**config.mk**
```make
export PLATFORM = sky130hd
export DESIGN_NAME = eiw_top
export DESIGN_NICKNAME = d
export VERILOG_FILES = /design/src/rtl/eiw_pkg.sv /design/src/rtl/eiw_ctx_if.sv /design/src/rtl/eiw_top.sv /design/src/rtl/eiw_shadow_bank.sv
export SDC_FILE = /design/constraint.sdc
export NUM_CORES = 1
export LEC_CHECK = 0
export ABC_AREA = 1
export BUFFER_PORTS_ARGS = -buffer_cell sky130_fd_sc_hd__buf_2
export CAP_MARGIN = 10
export CORE_AREA = 5 5 101 197
export CTS_CLUSTER_DIAMETER = 50
export DETAILED_ROUTE_END_ITERATION = 12
export DIE_AREA = 0 0 106 202
export HOLD_SLACK_MARGIN = 0.12
export PLACE_DENSITY = 0.74
export SLEW_MARGIN = 20
export SYNTH_ARGS = -nofsm -noshare
export SYNTH_HDL_FRONTEND = slang
export SYNTH_SLANG_ARGS = --single-unit
```
**constraint.sdc**
```tcl
create_clock -name core_clk -period 3.3 [get_ports core_clk]
set_input_delay 0.495 -clock core_clk [delete_from_list [all_inputs] [get_ports core_clk]]
set_output_delay 0.495 -clock core_clk [all_outputs]
set_load 0.02 [all_outputs]
```
**src/rtl/eiw_pkg.sv**
```systemverilog
// Package of constants and types for the external interrupt, wake and context save block.
package eiw_pkg;

  // ***************************************************************
  // Register map
  // ***************************************************************
  localparam int          ADDR_W          = 12;
  localparam logic [11:0] OFS_CONTROL     = 12'h000;
  localparam logic [11:0] OFS_ENABLE0     = 12'h004;
  localparam logic [11:0] OFS_REQUEST0    = 12'h008;
  localparam logic [11:0] OFS_CORE_STATE  = 12'h00C;
  localparam int          DATA_BANK_SIZE  = 128;
  localparam int          SHADOW_BANK     = 31;
  localparam logic [11:0] OFS_SHADOW_BASE = 12'(SHADOW_BANK * DATA_BANK_SIZE);

  // ***************************************************************
  // Field positions and reset values
  // ***************************************************************
  localparam int         CTL_GLB_EN_BIT = 7;
  localparam int         CTL_EDGE_BIT   = 0;
  localparam int         EXT_BIT        = 4;
  localparam int         STATE_SLP_BIT  = 0;
  localparam int         STATE_HND_BIT  = 1;
  localparam logic       GLB_EN_RST     = 1'b0;
  localparam logic       EDGE_SEL_RST   = 1'b1;
  localparam logic       EXT_EN_RST     = 1'b0;
  localparam logic [7:0] SHADOW_RST     = 8'h00;

  // ***************************************************************
  // Shadow copies
  // ***************************************************************
  localparam int SHD_N      = 8;
  localparam int SHD_IDX_W  = 3;
  localparam int SHD_WREG   = 0;
  localparam int SHD_STATUS = 1;
  localparam int SHD_BANK   = 2;
  localparam int SHD_PTR0_L = 3;
  localparam int SHD_PTR0_H = 4;
  localparam int SHD_PTR1_L = 5;
  localparam int SHD_PTR1_H = 6;
  localparam int SHD_PC_HI  = 7;

  localparam logic [7:0] STATUS_TIMEOUT_MASK   = 8'h10;
  localparam logic [7:0] STATUS_POWERDOWN_MASK = 8'h08;
  localparam logic [7:0] STATUS_SAVE_MASK      = ~(STATUS_TIMEOUT_MASK | STATUS_POWERDOWN_MASK);
  localparam logic [SHD_N-1:0][7:0] SHD_SAVE_MASK = {8'hFF, 8'hFF, 8'hFF, 8'hFF,
                                                     8'hFF, 8'hFF, STATUS_SAVE_MASK, 8'hFF};

  typedef logic [SHD_N-1:0][7:0] eiw_ctx_type;

  // ***************************************************************
  // Sequencer states
  // ***************************************************************
  typedef enum logic [2:0] {
    ST_RUN,
    ST_SLEEP,
    ST_WAKE_STEP,
    ST_ENTRY,
    ST_IN_HANDLER
  } eiw_state_type;

endpackage

```
**src/rtl/eiw_ctx_if.sv**
```systemverilog
// Interface carrying context save and software access between sequencer and shadow bank.
`timescale 1ns/10ps
`default_nettype none
interface eiw_ctx_if;
  import eiw_pkg::*;
  logic                 save;
  logic                 sw_we;
  logic [SHD_IDX_W-1:0] sw_idx;
  logic [7:0]           sw_data;
  eiw_ctx_type          live;
  eiw_ctx_type          shadow;

  modport ctl (output save, output sw_we, output sw_idx, output sw_data, output live,
               input shadow);
  modport store (input save, input sw_we, input sw_idx, input sw_data, input live,
                 output shadow);
endinterface
`default_nettype wire

```
**src/rtl/eiw_top.sv**
```systemverilog
// External edge interrupt, wake from sleep, vectoring and automatic context save.
// ***************************************************************
// Operation
// - Only clockless-capable enabled sources end sleep.
// - Wake with global enable set vectors.
// - Wake with global enable clear continues sequentially.
// - One instruction after sleep runs before vectoring.
// - Pin edges form an enabled edge interrupt.
// - Edge select one is rising, zero falling.
// - Selected edge sets the external request flag.
// - Flag with both enables redirects to vector.
// - Entry pushes the return address on stack.
// - Entry copies context registers into shadows.
// - Return reloads context from shadow copies.
// - Software-written shadow value is what returns.
// - Shadows sit in data bank 31, read/write.
// ***************************************************************
//
// The implementer's own choices: the APB interface to the registers and the address map.
`timescale 1ns/10ps
`default_nettype none
module eiw_top #(
  parameter int                PER_N        = 4,
  parameter logic [PER_N-1:0]  WAKE_CAPABLE = 4'h1,
  parameter int                PC_W         = 15
) (
  input  wire logic                   core_clk,
  input  wire logic                   sys_rst,
  input  wire logic [11:0]            paddr,
  input  wire logic                   psel,
  input  wire logic                   penable,
  input  wire logic                   pwrite,
  input  wire logic [31:0]            pwdata,
  input  wire logic [3:0]             pstrb,
  output logic [31:0]                 prdata,
  output logic                        pready,
  output logic                        pslverr,
  input  wire logic                   ext_edge_irq_pin,
  input  wire logic [PER_N-1:0]       periph_irq_req,
  input  wire logic                   core_sleep_exec,
  input  wire logic                   core_instr_done,
  input  wire logic                   core_irq_return,
  input  wire logic [PC_W-1:0]        core_ret_pc,
  input  wire eiw_pkg::eiw_ctx_type   core_ctx_live,
  output logic                        core_run,
  output logic                        core_sleeping,
  output logic                        irq_vector_req,
  output logic                        stack_push,
  output logic [PC_W-1:0]             stack_push_pc,
  output logic                        ctx_restore,
  output eiw_pkg::eiw_ctx_type        ctx_restore_data,
  output eiw_pkg::eiw_ctx_type        ctx_restore_mask
);
  import eiw_pkg::*;

  if (PER_N < 1 || PER_N > 4) begin : g_bad_per_n
    $error("PER_N must lie between 1 and 4");
  end

  // ***************************************************************
  // Declarations
  // ***************************************************************
  eiw_ctx_if ctx ();

  eiw_state_type    st_q;
  eiw_state_type    st_d;
  logic             glb_en_q;
  logic             edge_sel_q;
  logic             ext_en_q;
  logic [PER_N-1:0] per_en_q;
  logic             ext_flag_q;
  logic             pin_q;
  logic             edge_hit;
  logic             ext_active;
  logic             wake_any;
  logic             irq_pending;
  logic [PC_W-1:0]  ret_pc_q;
  logic             restore_q;
  logic             ack_q;
  logic             err_q;
  logic [31:0]      rdata_q;
  logic [31:0]      rd_d;
  logic             hit_d;
  logic             shadow_hit;
  logic             setup;
  logic             fire_wr;
  logic             lane0_wr;

  // ***************************************************************
  // APB slave
  // ***************************************************************
  assign setup      = psel && !penable;
  assign pready     = penable && ack_q;
  assign pslverr    = penable && ack_q && err_q;
  assign prdata     = rdata_q;
  assign fire_wr    = psel && penable && pready && pwrite && !err_q;
  assign lane0_wr   = fire_wr && pstrb[0];
  assign shadow_hit = paddr[11:5] == OFS_SHADOW_BASE[11:5];

  always_comb begin
    rd_d  = 32'h0000_0000;
    hit_d = 1'b1;
    if (shadow_hit) begin
      rd_d[7:0] = ctx.shadow[paddr[4:2]];
    end else begin
      case (paddr)
        OFS_CONTROL: begin
          rd_d[CTL_GLB_EN_BIT] = glb_en_q;
          rd_d[CTL_EDGE_BIT]   = edge_sel_q;
        end
        OFS_ENABLE0: begin
          rd_d[PER_N-1:0] = per_en_q;
          rd_d[EXT_BIT]   = ext_en_q;
        end
        OFS_REQUEST0: begin
          rd_d[PER_N-1:0] = periph_irq_req;
          rd_d[EXT_BIT]   = ext_flag_q;
        end
        OFS_CORE_STATE: begin
          rd_d[STATE_SLP_BIT] = st_q == ST_SLEEP;
          rd_d[STATE_HND_BIT] = st_q == ST_IN_HANDLER || st_q == ST_ENTRY;
        end
        default: begin
          hit_d = 1'b0;
        end
      endcase
    end
    if (paddr[1:0] != 2'b00) begin
      hit_d = 1'b0;
    end
  end

  // Read data and the error answer are prepared in the setup cycle.
  always_ff @(posedge core_clk or posedge sys_rst) begin
    if (sys_rst) begin
      ack_q   <= 1'b0;
      err_q   <= 1'b0;
      rdata_q <= 32'h0000_0000;
    end else begin
      ack_q <= setup;
      if (setup) begin
        err_q   <= !hit_d;
        rdata_q <= pwrite ? 32'h0000_0000 : rd_d;
      end
    end
  end

  // ***************************************************************
  // Control and enable registers
  // ***************************************************************
  always_ff @(posedge core_clk or posedge sys_rst) begin
    if (sys_rst) begin
      edge_sel_q <= EDGE_SEL_RST;
      ext_en_q   <= EXT_EN_RST;
      per_en_q   <= '0;
    end else if (lane0_wr && paddr == OFS_CONTROL) begin
      edge_sel_q <= pwdata[CTL_EDGE_BIT];
    end else if (lane0_wr && paddr == OFS_ENABLE0) begin
      ext_en_q <= pwdata[EXT_BIT];
      per_en_q <= pwdata[PER_N-1:0];
    end
  end

  // The hardware clears the global enable on entry and sets it on return; it wins over software.
  always_ff @(posedge core_clk or posedge sys_rst) begin
    if (sys_rst) begin
      glb_en_q <= GLB_EN_RST;
    end else if (st_q == ST_ENTRY) begin
      glb_en_q <= 1'b0;
    end else if (st_q == ST_IN_HANDLER && core_irq_return) begin
      glb_en_q <= 1'b1;
    end else if (lane0_wr && paddr == OFS_CONTROL) begin
      glb_en_q <= pwdata[CTL_GLB_EN_BIT];
    end
  end

  // ***************************************************************
  // External edge detector and request flag
  // ***************************************************************
  assign edge_hit = edge_sel_q ? (ext_edge_irq_pin && !pin_q)
                               : (!ext_edge_irq_pin && pin_q);

  always_ff @(posedge core_clk or posedge sys_rst) begin
    if (sys_rst) begin
      pin_q <= 1'b0;
    end else begin
      pin_q <= ext_edge_irq_pin;
    end
  end

  // Writing zero to the flag bit clears it; an edge in the same cycle wins.
  always_ff @(posedge core_clk or posedge sys_rst) begin
    if (sys_rst) begin
      ext_flag_q <= 1'b0;
    end else if (edge_hit) begin
      ext_flag_q <= 1'b1;
    end else if (lane0_wr && paddr == OFS_REQUEST0 && !pwdata[EXT_BIT]) begin
      ext_flag_q <= 1'b0;
    end
  end

  // ***************************************************************
  // Wake and vector decision
  // ***************************************************************
  assign ext_active  = ext_flag_q && ext_en_q;
  assign wake_any    = ext_active || |(periph_irq_req & per_en_q & WAKE_CAPABLE);
  assign irq_pending = glb_en_q && (ext_active || |(periph_irq_req & per_en_q));

  always_comb begin
    st_d = st_q;
    case (st_q)
      ST_RUN: begin
        if (core_sleep_exec) begin
          st_d = ST_SLEEP;
        end else if (core_instr_done && irq_pending) begin
          st_d = ST_ENTRY;
        end
      end
      ST_SLEEP: begin
        if (wake_any) begin
          st_d = glb_en_q ? ST_WAKE_STEP : ST_RUN;
        end
      end
      ST_WAKE_STEP: begin
        if (core_instr_done) begin
          st_d = ST_ENTRY;
        end
      end
      ST_ENTRY: begin
        st_d = ST_IN_HANDLER;
      end
      ST_IN_HANDLER: begin
        if (core_irq_return) begin
          st_d = ST_RUN;
        end
      end
      default: begin
        st_d = ST_RUN;
      end
    endcase
  end

  always_ff @(posedge core_clk or posedge sys_rst) begin
    if (sys_rst) begin
      st_q <= ST_RUN;
    end else begin
      st_q <= st_d;
    end
  end

  // The return address is the one after the instruction that completed on the way in.
  always_ff @(posedge core_clk or posedge sys_rst) begin
    if (sys_rst) begin
      ret_pc_q <= '0;
    end else if (st_d == ST_ENTRY && st_q != ST_ENTRY) begin
      ret_pc_q <= core_ret_pc;
    end
  end

  always_ff @(posedge core_clk or posedge sys_rst) begin
    if (sys_rst) begin
      restore_q <= 1'b0;
    end else begin
      restore_q <= st_q == ST_IN_HANDLER && core_irq_return;
    end
  end

  // ***************************************************************
  // Core side outputs and shadow bank
  // ***************************************************************
  assign core_run         = st_q != ST_SLEEP;
  assign core_sleeping    = st_q == ST_SLEEP;
  assign irq_vector_req   = st_q == ST_ENTRY;
  assign stack_push       = st_q == ST_ENTRY;
  assign stack_push_pc    = ret_pc_q;
  assign ctx_restore      = restore_q;
  assign ctx_restore_data = ctx.shadow;
  assign ctx_restore_mask = SHD_SAVE_MASK;

  assign ctx.save    = st_q == ST_ENTRY;
  assign ctx.live    = core_ctx_live;
  assign ctx.sw_we   = lane0_wr && shadow_hit;
  assign ctx.sw_idx  = paddr[4:2];
  assign ctx.sw_data = pwdata[7:0];

  eiw_shadow_bank u_shadow (
    .core_clk (core_clk),
    .sys_rst  (sys_rst),
    .ctx      (ctx.store)
  );
endmodule
`default_nettype wire

```
**src/rtl/eiw_shadow_bank.sv**
```systemverilog
// Shadow copies of the core context, saved on interrupt entry and writable by software.
`timescale 1ns/10ps
`default_nettype none
module eiw_shadow_bank (
  input  wire logic core_clk,
  input  wire logic sys_rst,
  eiw_ctx_if.store  ctx
);
  import eiw_pkg::*;

  logic [7:0] shd_q [SHD_N];

  for (genvar i = 0; i < SHD_N; i++) begin : g_ent
    // Entry save takes priority; the core is not executing software in that cycle.
    always_ff @(posedge core_clk or posedge sys_rst) begin
      if (sys_rst) begin
        shd_q[i] <= SHADOW_RST;
      end else if (ctx.save) begin
        shd_q[i] <= ctx.live[i] & SHD_SAVE_MASK[i];
      end else if (ctx.sw_we && ctx.sw_idx == SHD_IDX_W'(i)) begin
        shd_q[i] <= ctx.sw_data & SHD_SAVE_MASK[i];
      end
    end
    assign ctx.shadow[i] = shd_q[i];
  end

endmodule
`default_nettype wire

```
## Word-level counts from Yosys, hierarchy flattened

Cells that the tools add are included.
Widths: inputs -> output; s select.

| storage, ports and cells | value |
|---|---|
| register bits | 126 |
| word-level logic and storage cells | 137 |
| input port bits | 140 |

| cells by class | value |
|---|---|
| reduce and logical (&&, ||, !) cells | 54 |
| bitwise logic cells | 2 |
| magnitude comparators | 1 |
| equal/unequal tests | 18 |
| mux-type cells | 42 |

Operators by type and width:

| cell | number |
|---|---|
| $mux 8 | 18 |
| $logic_and 1x1->1 | 28 |
| $bmux 8 s3 | 1 |
| $eq 12x4->1 const B | 2 |
| $reduce_bool 2->1 | 10 |
| $eq 3x2->1 const B | 5 |
| $eq 3x3->1 const B | 5 |
| $mux 3 | 5 |
| $pmux 3 s5 | 1 |
| $eq 12x3->1 const B | 1 |
| $logic_not 12->1 | 1 |
| $mux 1 | 11 |
| $reduce_or 4->1 | 2 |
| $eq 7x7->1 const B | 1 |
| $eq 3x1->1 const B | 2 |
| $logic_not 1->1 | 6 |
| $logic_not 3->1 | 2 |
| $pmux 3 s2 | 1 |
| $mux 5 | 1 |
| $and 4x4->4 | 1 |
| $lt 3x4->1 const B | 1 |
| $mux 2 | 2 |
| $pmux 1 s4 | 1 |
| $logic_or 1x1->1 | 3 |
| 6 further kinds | 6 |

## Depth between registers and ports, before layout

Gate-level depths: netlist of the first run.

| depth | value |
|---|---|
| depth in word-level cells | 10 |
| mapped depth | 12 |
| depth with buffers taken out | 11 |

## By module

From an unflattened synthesis of the first run, not the netlist that was laid out.

| second synthesis, totals | value |
|---|---|
| cells, all modules | 903 |
| area total of the unflattened synthesis | 6,414.9 µm² |

By module, submodules not included:

| module | area an instance (µm²) | seq. area each (µm²) | cells each | instances |
|---|---|---|---|---|
| eiw_shadow_bank | 3,211.8 | 1,551.5 | 427 | 1 |
| eiw_top | 3,203.1 | 952.2 | 476 | 1 |

## Worst setup path before layout of the first run

Ideal clock, no wire load.

| path | value |
|---|---|
| kind | register to register |
| from | reg st_q[2] |
| to | reg ret_pc_q[0] (netlist: stack_push_pc[0]) |
| setup time | 117 ps |
| arrival | 1,804 ps |
| cell stages (with the launch flop) | 12 |
| data required time | 3,183 ps |
| path buffers | 1 |
| path slack | 1,379 ps |
| cell sequence | dfrtp_1 -> inv_1 -> nand2_1 -> nor2_1 -> inv_1 -> nor2_1 -> a21oi_1 -> nand2_2 -> nand2_1 -> buf_2 -> nand2_1 -> nand2_1 |

RTL lines:

| element | RTL line | text |
|---|---|---|
| start, declared | eiw_top.sv:65 | `eiw_state_type st_q;` |
| start signal, assigned | eiw_top.sv:247 | `st_q <= st_d;` |
| $eq 3x1->1 | - |  |
| net core_sleeping | eiw_top.sv:46 | `output logic core_sleeping,` |
| $pmux 3 s5 | eiw_top.sv:211 | `case (st_q)` |
| $eq 3x2->1 | eiw_top.sv:255 | `end else if (st_d == ST_ENTRY && st_q != ST_ENTRY) begin` |
| $logic_and 1x1->1 | eiw_top.sv:255 |  |
| end signal, assigned | eiw_top.sv:256 | `ret_pc_q <= core_ret_pc;` |
| end, declared | eiw_top.sv:77 | `logic [PC_W-1:0] ret_pc_q;` |

The timed path passes the listed nets, and every way through them passes these cells.
A chain may end at the register's enable or synchronous reset.

## Worst setup path in the final report of the first run

| path | value |
|---|---|
| from | reg st_q[2] |
| to | out irq_vector_req |

| on the way | value |
|---|---|
| word-level cells in the longest chain between the ends | 1 |

Ends and longest elaborated chain:

| element | RTL line | text |
|---|---|---|
| $eq 3x2->1 | eiw_top.sv:273 | `assign irq_vector_req = st_q == ST_ENTRY;` |
| end, declared | eiw_top.sv:47 | `output logic irq_vector_req,` |

No other way between the ends.

==> flow_metrics.tcl, run 1 <==
set metrics [dict create \
    status "completed" \
    final_util_pct 40.7 \
    grt_pass1_wl_mm 33.8 \
    drtIter0Drc 417 \
    synthTopCellsByArea "dfrtp_1 40%, nand2_1 22%, buf_4 11%" \
    ys_warn_count 0 \
    synth_edf_count 0 \
    syn_to_final_growth_pct 19.1 \
    path_clk_slew_ns 0.07 \
    yosysTopAreaCell "dfrtp_1" \
    globalRouteOverflowTotal 0 \
    dieArea_um2 21400 \
    clock_skew_ns 0.00864 \
    synth_top_area_share_pct 39.8 \
    cts-root-buf "clkbuf_16" \
    max_freq_ghz 0.418 \
    synth_cell_types 38 \
    start_util_pct 34.2 \
    cap_violations 0 \
    grt_pass1_vias 6080 \
    yosys-top-cells-count "366 x nand2_1, 111 x nand3_1, 99 x dfrtp_1" \
    wirelength_mm 22.7 \
    worst_pin_slew_ns 0.713 \
    synthFlopType "dfrtp_1" \
    synth_most_common_cell "nand2_1" \
    p_leak_nw 4.48 \
    viasPerCell 4.85 \
    rsz0062_at_grt "false" \
    cts_tree "built" \
    cts_setup_buffers 0 \
    numClockSinks 100 \
    drv_slew 0 \
    stdcell_count 1285 \
    syn-instance-count 872 \
    dpl.cell_count 1269 \
    fin_setup_tns_ns 0 \
    ys_ff_latch 100 \
    layout_min_cycle_time_ns 2.39 \
    drt.antenna.violating_nets 0 \
    endpoint_kind "output pin" \
    cts_hold_buffers 0 \
    hold_class "in -> async" \
    ios 322 \
    hold_viol_final 0 \
    drive_above_1_share_pct 24.0 \
    h-tree-depth 3 \
    antenna_found_initial 0 \
    fp.coreArea_um2 18200 \
    vias 6233 \
    fillCellCount 1921 \
    total_power_mw 2.68 \
    clock_latency_ns 0.35 \
    die_y_um 202 \
    route.detailed.drc 0 \
    ir_drop_v 0.000235 \
    cp.arrival_ns 1.90 \
    worstSetupStartpointType "flop" \
    dr.pass1.iters 6 \
    cts_resized 0 \
    antenna_cells 0 \
    layout.nets 1204 \
    seq_area_frac_synth_pct 40.2 \
    wl_per_cell_um 17.7 \
    p_per_area_nw_per_um2 361 \
    finalSetupViolCount 0 \
    required_ns 2.80 \
    dp.final_hpwl_mm 18.2 \
    rr_worst_depth 8 \
    syn_area_per_cell_um2 7.14 \
    slew_headroom_pct 52.5 \
    min_period_over_period_pct 72.5 \
    clk_path_buf_depth 2 \
    async_flop_share_pct 100 \
    worst_hold_slack_ns 0.264 \
    numCtsBuffers 9 \
    gp_routability_congestion 0.904 \
    critPathKind "reg -> out" \
    synthesis.area_um2 6230 \
    track_usage_pct 20.8 \
    port_buffers 202 \
    path_max_fanout 20 \
    grt_max_degree 56 \
    die-width_um 106 \
    rows 70 \
]
-- worst max-delay path: stages (launching register included) --
cell     delay (ns)
dfrtp_1        0.38
inv_1          0.12
nand3_2        0.44
inv_2          0.37
buf_2          0.22
-- cells by family after synthesis --
group | after synthesis | synth area share, %
AO/OA/AOI/OAI | 45 | 4.20
buffers and inverters | 159 | 15.5
AND/OR/NAND/NOR | 566 | 40.0
flip-flops | 100 | 40.2
other | 2 | 0.121
-- power breakdown --
| group | internal (mW) | switching (mW) | total (mW) |
|---|---|---|---|
| Clock | 0.592 | 0.496 | 1.09 |
| Sequential | 1.23 | 0.00469 | 1.23 |
| Combinational | 0.0905 | 0.270 | 0.360 |
-- final cells by class --
| type | count | area [um2] | share of cell area, % |
|---|---|---|---|
| Multi-Input combinational cell | 701 | 3100 | 41.7 |
| Timing Repair Buffer | 208 | 1080 | 14.6 |
| Sequential cell | 100 | 2500 | 33.7 |
| Tap cell | 216 | 270 | 3.64 |
| Clock inverter | 7 | 76.3 | 1.03 |
| Clock buffer | 9 | 225 | 3.03 |
| Inverter | 44 | 168 | 2.26 |
-- per-stage QoR --
step	cell area (um2)	setup slack, ns
final	7420	0.908
after global routing	7420	0.713
after CTS	7420	0.884
after detailed placement	7120	0.923
after global placement	7120	0.926
after floorplan	6560	0.188
-- worst paths after layout --
check | startpoint | endpoint | slack (ns)
setup / recovery | st_q[2]$_DFF_PP0_ | irq_vector_req | 0.91
hold / removal | sys_rst | prdata[0]$_DFFE_PP0P_ | 0.26
setup reg to reg | st_q[2]$_DFF_PP0_ | u_shadow.ctx.shadow[20]$_DFFE_PP0P_ | 0.94
hold reg to reg | stack_push_pc[8]$_DFFE_PP0P_ | stack_push_pc[8]$_DFFE_PP0P_ | 0.47
max in group asynchronous | sys_rst | edge_sel_q$_DFFE_PP1P_ | 2.28
min in group core_clk | ext_edge_irq_pin | pin_q$_DFF_PP0_ | 0.28
-- flip-flops by register name, summed over array words and instances, names as in the netlist --
signal,cells
u_shadow.ctx.shadow,62
ext_en_q,1
err_q,1
st_q,3
ctx_restore,1
prdata,8
glb_en_q,1
per_en_q,4
stack_push_pc,15
ext_flag_q,1
ack_q,1
pin_q,1
edge_sel_q,1
-- per-layer routing --
layer / global-route usage (%) / routed length, um
met5: 0 / 0
met4: 13.5 / 1410
met3: 2.88 / 1380
met2: 38.7 / 12100
met1: 21.3 / 7770
-- cells in the final DEF, fill, tap and decap left out, types with 2 or more instances in the layout --
master and instances:
nand3b_1 2, dfrtp_1 99, inv_1 36, buf_12 2, clkbuf_16 9, o21ai_0 20
a31oi_1 3, conb_1 90, clkinvlp_4 2, o22ai_1 4, nand3_4 6, nor2_1 59
nand2_2 6, nand2_1 366, nand3_1 110, a22oi_1 3, buf_4 4, a21oi_1 7
inv_2 6, nand4_1 4, buf_2 202, clkinv_4 2, nand2_4 6
Note: power is estimated with default switching activity, not from simulation.
==> inputs of run 2 (changes only) <==
clock period = 2.2 ns   (was 3.3 ns; I/O delays follow)
==> run 2 against run 1 <==
  * Via count up 0.61%
  * Critical path type unchanged
  * Flip-flop and latch count unchanged
  * Worst hold slack worse by 0.087 ns
==> flow_metrics.tcl, run 2 (same netlist as run 1, synthesis figures left out) <==
set metrics [dict create \
    path_max_fanout 11 \
    crit_family "buffers and inverters" \
    seqPwrFrac_pct 45.6 \
    largest_reg_flops 62 \
    wl_per_cell_um 17.5 \
    die_y_um 202 \
    dpl.cell_count 1286 \
    worst_pin_slew_ns 0.577 \
    wirelength_mm 22.9 \
    fin_setup_tns_ns 0 \
    startpoint "st_q[2]$_DFF_PP0_" \
    p_sw_mw 1.12 \
    dr.pass1.iters 4 \
    p_per_area_nw_per_um2 535 \
    dieArea_um2 21400 \
    rr_worst_depth 7 \
    path_clk_slew_ns 0.06 \
    antenna_found_initial 2 \
    globalRouteOverflowTotal 0 \
    r2r_start "st_q[2]$_DFF_PP0_" \
    critPathBufInv 3 \
    hold_class "in -> reg" \
    cts_resized 0 \
    die-width_um 106 \
    min-delay-start "core_irq_return" \
    viasPerCell 4.80 \
    worst_hold_path.num_cells 2 \
    drt.antenna.violating_nets 0 \
    final_common_cell "nand2_1" \
    route.detailed.drc 0 \
    max_freq_ghz 0.537 \
    reg2reg_slack_ns 0.40 \
    cts-root-buf "clkbuf_16" \
    switching_share_pct 27.6 \
    worst_slack_ns 0.338 \
    drv_slew 0 \
    internal_power_mw 2.94 \
    cts_hold_buffers 2 \
    h-tree-depth 3 \
    cts_setup_buffers 0 \
    worst_hold_slack_ns 0.177 \
    critPathKind "reg -> out" \
    cts_tree "built" \
    p_clk_share_pct 40.9 \
    endpoint_kind "output pin" \
    grt_pass1_vias 6004 \
    final_area_um2 7590 \
    drive_above_1_share_pct 25.0 \
    grt_max_degree 34 \
    total_power_mw 4.06 \
    cp.arrival_ns 1.53 \
    syn_to_final_growth_pct 21.9 \
    pwr-share-comb_pct 13.5 \
    port_buffers 202 \
    rsz0062_at_grt "false" \
    numCtsBuffers 9 \
    grt_pass1_wl_mm 34.7 \
    vias 6271 \
    rows 70 \
    ios 322 \
    cp_slowest_cell "dfrtp_1" \
    required_ns 1.87 \
    numClockSinks 100 \
    post_dp_cell_area_um2 7260 \
    layout.nets 1223 \
    crit_path_cell_trace "inv_1 > nand3_2 > inv_2 > buf_2" \
    clk_path_buf_depth 2 \
    final_cell_mix "366 x nand2_1, 202 x buf_2, 110 x nand3_1" \
    worstHoldEndpoint "st_q[2]$_DFF_PP0_" \
    dp.final_hpwl_mm 18.6 \
    track_usage_pct 21.3 \
    clock_latency_ns 0.36 \
    min_period_over_period_pct 84.6 \
    gp_routability_congestion 0.939 \
    layout_min_cycle_time_ns 1.86 \
    finalSetupViolCount 0 \
    place_ws_ns 0.323 \
    start_util_pct 34.2 \
    hold_viol_final 0 \
    final_util_pct 41.7 \
    worstSetupStartpointType "flop" \
    status "completed" \
    cap_violations 0 \
    r2r_end "u_shadow.ctx.shadow[13]$_DFFE_PP0P_" \
    fp.coreArea_um2 18200 \
    ir_drop_v 0.000364 \
    p_leak_nw 4.57 \
    drtIter0Drc 376 \
    slew_headroom_pct 61.5 \
    stdcell_count 1306 \
    clock_skew_ns 0.00839 \
    slowest_delay_ns 0.38 \
]
## run 2: cell count changes in the layout (fill, tap and decap cells not counted), sizes merged
cell | previous run | this run
buf | 208 | 225
clkbuf | 9 | 13
clkinv | 4 | 1
diode | 0 | 2
dlygate4sd3 | 0 | 2
inv | 44 | 42
clkinvlp | 2 | 3
## run 2: worst reg2reg max path, cell delays in order, from the launching register on
cell and delay (ns):
dfrtp_1 0.38, inv_1 0.12, nand3_2 0.25, buf_12 0.28, nand2_1 0.38, nand2_1 0.16
nand2_1 0.09, nand2_1 0.04
## run 2: per-layer routing
layer | vias up | routed length (um) | track usage (%)
met3 | 69 | 1580 | 3.84
met2 | 317 | 12400 | 38.9
met1 | 2878 | 7530 | 22.1
met5 | - | 0 | 0
li1 | 3007 | - | -
met4 | 0 | 1350 | 13.0
## run 2: cell type report
class                   count  area, um2
diodes                      2       5.00
clock buffers              13        260
clock inverters             3       45.0
fillers                  1911      10600
inverters                  44        169
multi-input cells         701       3100
flip-flops and latches    100       2500
well taps                 216        270
repair buffers            227       1240
## run 2: how the worst max path moves through the flow
stage / endpoint / slack, ns / cells past startpoint
after CTS: irq_vector_req / 0.30 / 4
after floorplan: stack_push_pc[0]$_DFFE_PP0P_ / 0.28 / 11
after detailed placement: prdata[1]$_DFFE_PP0P_ / 0.32 / 9
after global placement: ext_flag_q$_DFFE_PP0P_ / 0.39 / 7
after global routing: stack_push / 0.25 / 4
final: irq_vector_req / 0.34 / 4
## run 2: power by group through the flow
stage / Combinational [mW] / Clock, mW / Sequential [mW]
2_1_floorplan: 0.454 / 0 / 1.89
3_3_place_gp: 0.537 / 0 / 1.89
3_5_place_dp: 0.543 / 0 / 1.89
4_1_cts: 0.547 / 1.68 / 1.85
5_1_grt: 0.604 / 1.76 / 1.85
6_report: 0.549 / 1.66 / 1.85
==> inputs of run 3 (changes only) <==
ABC_AREA = 0   (was 1)
CORE_AREA = 5 5 98 191   (was 5 5 101 197)
DIE_AREA = 0 0 103 196   (was 0 0 106 202)
PLACE_DENSITY = 0.75   (was 0.74)
clock period = 1.5 ns   (was 2.2 ns; I/O delays follow)
==> run 3 against run 2 <==
  * The run now ends with negative setup slack left
  * Design area is 28% higher
  * Global-route usage rose by 1.6 points
  * Worst hold slack got worse by 0.045 ns
  * Via count shrank 8.1%
  * Final cell count shrank 13%
  * Worst setup slack lost 0.90 ns
  * Register-to-register slack lost 0.96 ns
  * Clock power up 46%
  * Clock-buffer cell count is 2 lower
  * Wire length rose by 6.0%
  * Largest cell class unchanged
==> flow_metrics.tcl, run 3 <==
set metrics [dict create \
    final_common_cell "buf_2" \
    critPathBufInv 0 \
    layout.nets 1066 \
    p_per_area_nw_per_um2 650 \
    dp.final_hpwl_mm 16.0 \
    fp.coreArea_um2 17200 \
    ios 322 \
    drv_slew 0 \
    fin_setup_tns_ns -24.82 \
    die-width_um 103 \
    grt_max_degree 32 \
    start_util_pct 34.0 \
    met1_length_mm 8.06 \
    antenna_found_initial 0 \
    worst_slack_ns -0.561 \
    path_clk_slew_ns 0.07 \
    internal_power_mw 4.57 \
    fillCellCount 1433 \
    seq_area_frac_synth_pct 42.8 \
    r2r_start "st_q[2]$_DFF_PP0_" \
    synthesis.area_um2 5850 \
    reg2reg_slack_ns -0.56 \
    crit_path_cell_trace "or3_4 > a311oi_2 > a221o_1 > and2_4 > mux2_2" \
    cp_slowest_cell "or3_4" \
    worst_hold_path.num_cells 3 \
    numClockSinks 100 \
    hold_viol_final 0 \
    rsz0062_at_grt "true" \
    status "finished with violations" \
    r2r_end "stack_push_pc[12]$_DFFE_PP0P_" \
    path_max_fanout 8 \
    cp.arrival_ns 2.30 \
    syn_to_final_growth_pct 66.3 \
    syn_area_per_cell_um2 10.5 \
    highest_layer "met4" \
    globalRouteOverflowTotal 0 \
    p_clk_share_pct 38.4 \
    slew_headroom_pct 57.6 \
    ys_ff_latch 100 \
    worst_pin_slew_ns 0.634 \
    port_buffers 202 \
    final_cell_mix "198 x buf_2, 99 x dfrtp_1, 90 x conb_1" \
    synth_top_area_share_pct 42.3 \
    seq_area_um2 2500 \
    violations "negative setup slack" \
    rows 68 \
    route.met3.wl_mm 1.46 \
    wirelength_mm 24.3 \
    synth_edf_count 0 \
    synthTopCellsByArea "dfrtp_1 42%, buf_4 12%, mux2i_1 7.5%" \
    worst_hold_slack_ns 0.132 \
    track_usage_pct 22.8 \
    cts-root-buf "clkbuf_16" \
    dieArea_um2 20200 \
    hold_class "in -> reg" \
    vias 5766 \
    crit_family "simple AND/OR/NAND/NOR gates" \
    drive_above_1_share_pct 53.9 \
    p_leak_nw 5.18 \
    viasPerCell 5.05 \
    rr_worst_depth 5 \
    async_flop_share_pct 100 \
    total_power_mw 6.32 \
    wl_per_cell_um 21.3 \
    h-tree-depth 3 \
    largest_reg_flops 62 \
    drt.antenna.violating_nets 0 \
    switching_share_pct 27.7 \
    layout_min_cycle_time_ns 2.06 \
    cts_tree "built" \
    cp.depth 5 \
    syn-instance-count 559 \
    multi_input_area_um2 3450 \
    pwr-share-comb_pct 18.4 \
    required_ns 1.74 \
    synth_most_common_cell "dfrtp_1" \
    grt_pass1_wl_mm 34.1 \
    clock_skew_ns 0.00822 \
    ir_drop_v 0.000555 \
    final_area_um2 9730 \
    yosysTopAreaCell "dfrtp_1" \
    grt_pass1_vias 6172 \
    antenna_cells 0 \
    endpoint_kind "flop" \
    numCtsBuffers 9 \
    gp_routability_congestion 0.899 \
    finalSetupViolCount 94 \
    critPathKind "reg -> reg" \
    post_dp_cell_area_um2 7620 \
    ys_warn_count 0 \
    worstSetupStartpointType "flop" \
    route.detailed.drc 0 \
    p_sw_mw 1.75 \
    max_freq_ghz 0.485 \
    wl_met2_mm 13.1 \
    place_ws_ns -0.613 \
    cap_violations 0 \
    min-delay-start "core_ctx_live[56]" \
    yosys-top-cells-count "99 x dfrtp_1, 92 x buf_4, 65 x nand2_1" \
    clk_path_buf_depth 2 \
    synthFlopType "dfrtp_1" \
    slowest_delay_ns 0.43 \
    clock_latency_ns 0.36 \
    synth_cell_types 58 \
    seqPwrFrac_pct 43.2 \
    min_period_over_period_pct 137 \
    drtIter0Drc 215 \
    die_y_um 196 \
    worstHoldEndpoint "u_shadow.ctx.shadow[56]$_DFFE_PP0P_" \
    dr.pass1.iters 4 \
]
## run 3: final cells by class
type | instances | area share (%)
Sequential cell | 100 | 25.7
Multi-Input combinational cell | 422 | 35.5
Tap cell | 210 | 2.70
Timing Repair Buffer | 388 | 32.7
Inverter | 5 | 0.231
Clock buffer | 11 | 2.49
Clock inverter | 5 | 0.630
## run 3: per-layer routing
layer  GRT usage [%]  up-vias
met2            41.6      322
met4            15.7        0
li1                -     2560
met3            2.88       87
met5               0        -
met1            23.0     2797
## run 3: worst max path at each step
stage                                  from                             to
after floorplan           st_q[1]$_DFF_PP0_   stack_push_pc[0]$_DFFE_PP0P_
after global placement    st_q[1]$_DFF_PP0_  stack_push_pc[13]$_DFFE_PP0P_
after detailed placement  st_q[1]$_DFF_PP0_  stack_push_pc[12]$_DFFE_PP0P_
after CTS                 st_q[1]$_DFF_PP0_  stack_push_pc[12]$_DFFE_PP0P_
after global routing      st_q[2]$_DFF_PP0_  stack_push_pc[13]$_DFFE_PP0P_
final                     st_q[2]$_DFF_PP0_  stack_push_pc[12]$_DFFE_PP0P_
## run 3: cell families (layout without fill, tap and decap cells)
logic type,count (synthesis),count (layout),share of synthesized area (%)
AO/OA/AOI/OAI,127,127,13.6
buffers and inverters,126,409,14.6
flip-flops,100,100,42.8
multiplexers,81,81,17.6
other,2,90,0.128
AND/OR/NAND/NOR,123,124,11.3
## run 3: what timing repair did
action	CTS	global route
endpoints found under the hold margin	72	0
endpoints found under the setup margin	89	97
pin swaps	14	46
buffers inserted	29	6
hold buffers	57	0
cloned	9	3
resized for setup	103	110
## run 3: worst min-delay path: stages
cell     delay (ns)
buf_2          0.07
a21oi_1        0.05
o21ai_1        0.10
## run 3: power by group through the flow
stage	logic [mW]	clock network, mW	registers [mW]
after floorplan	0.629	0	2.79
after global placement	0.861	0	2.78
after detailed placement	0.870	0	2.78
after CTS	1.09	2.47	2.73
after global routing	1.24	2.56	2.73
final	1.16	2.43	2.73
## run 3: metrics by stage
| stage | instances | util (%) |
|---|---|---|
| final | 1141 | 56.6 |
| after floorplan | 647 | - |
| after detailed placement | 1026 | 44.3 |
| after global placement | 1026 | 44.3 |
| after global routing | 1141 | 56.6 |
| after CTS | 1137 | 54.1 |
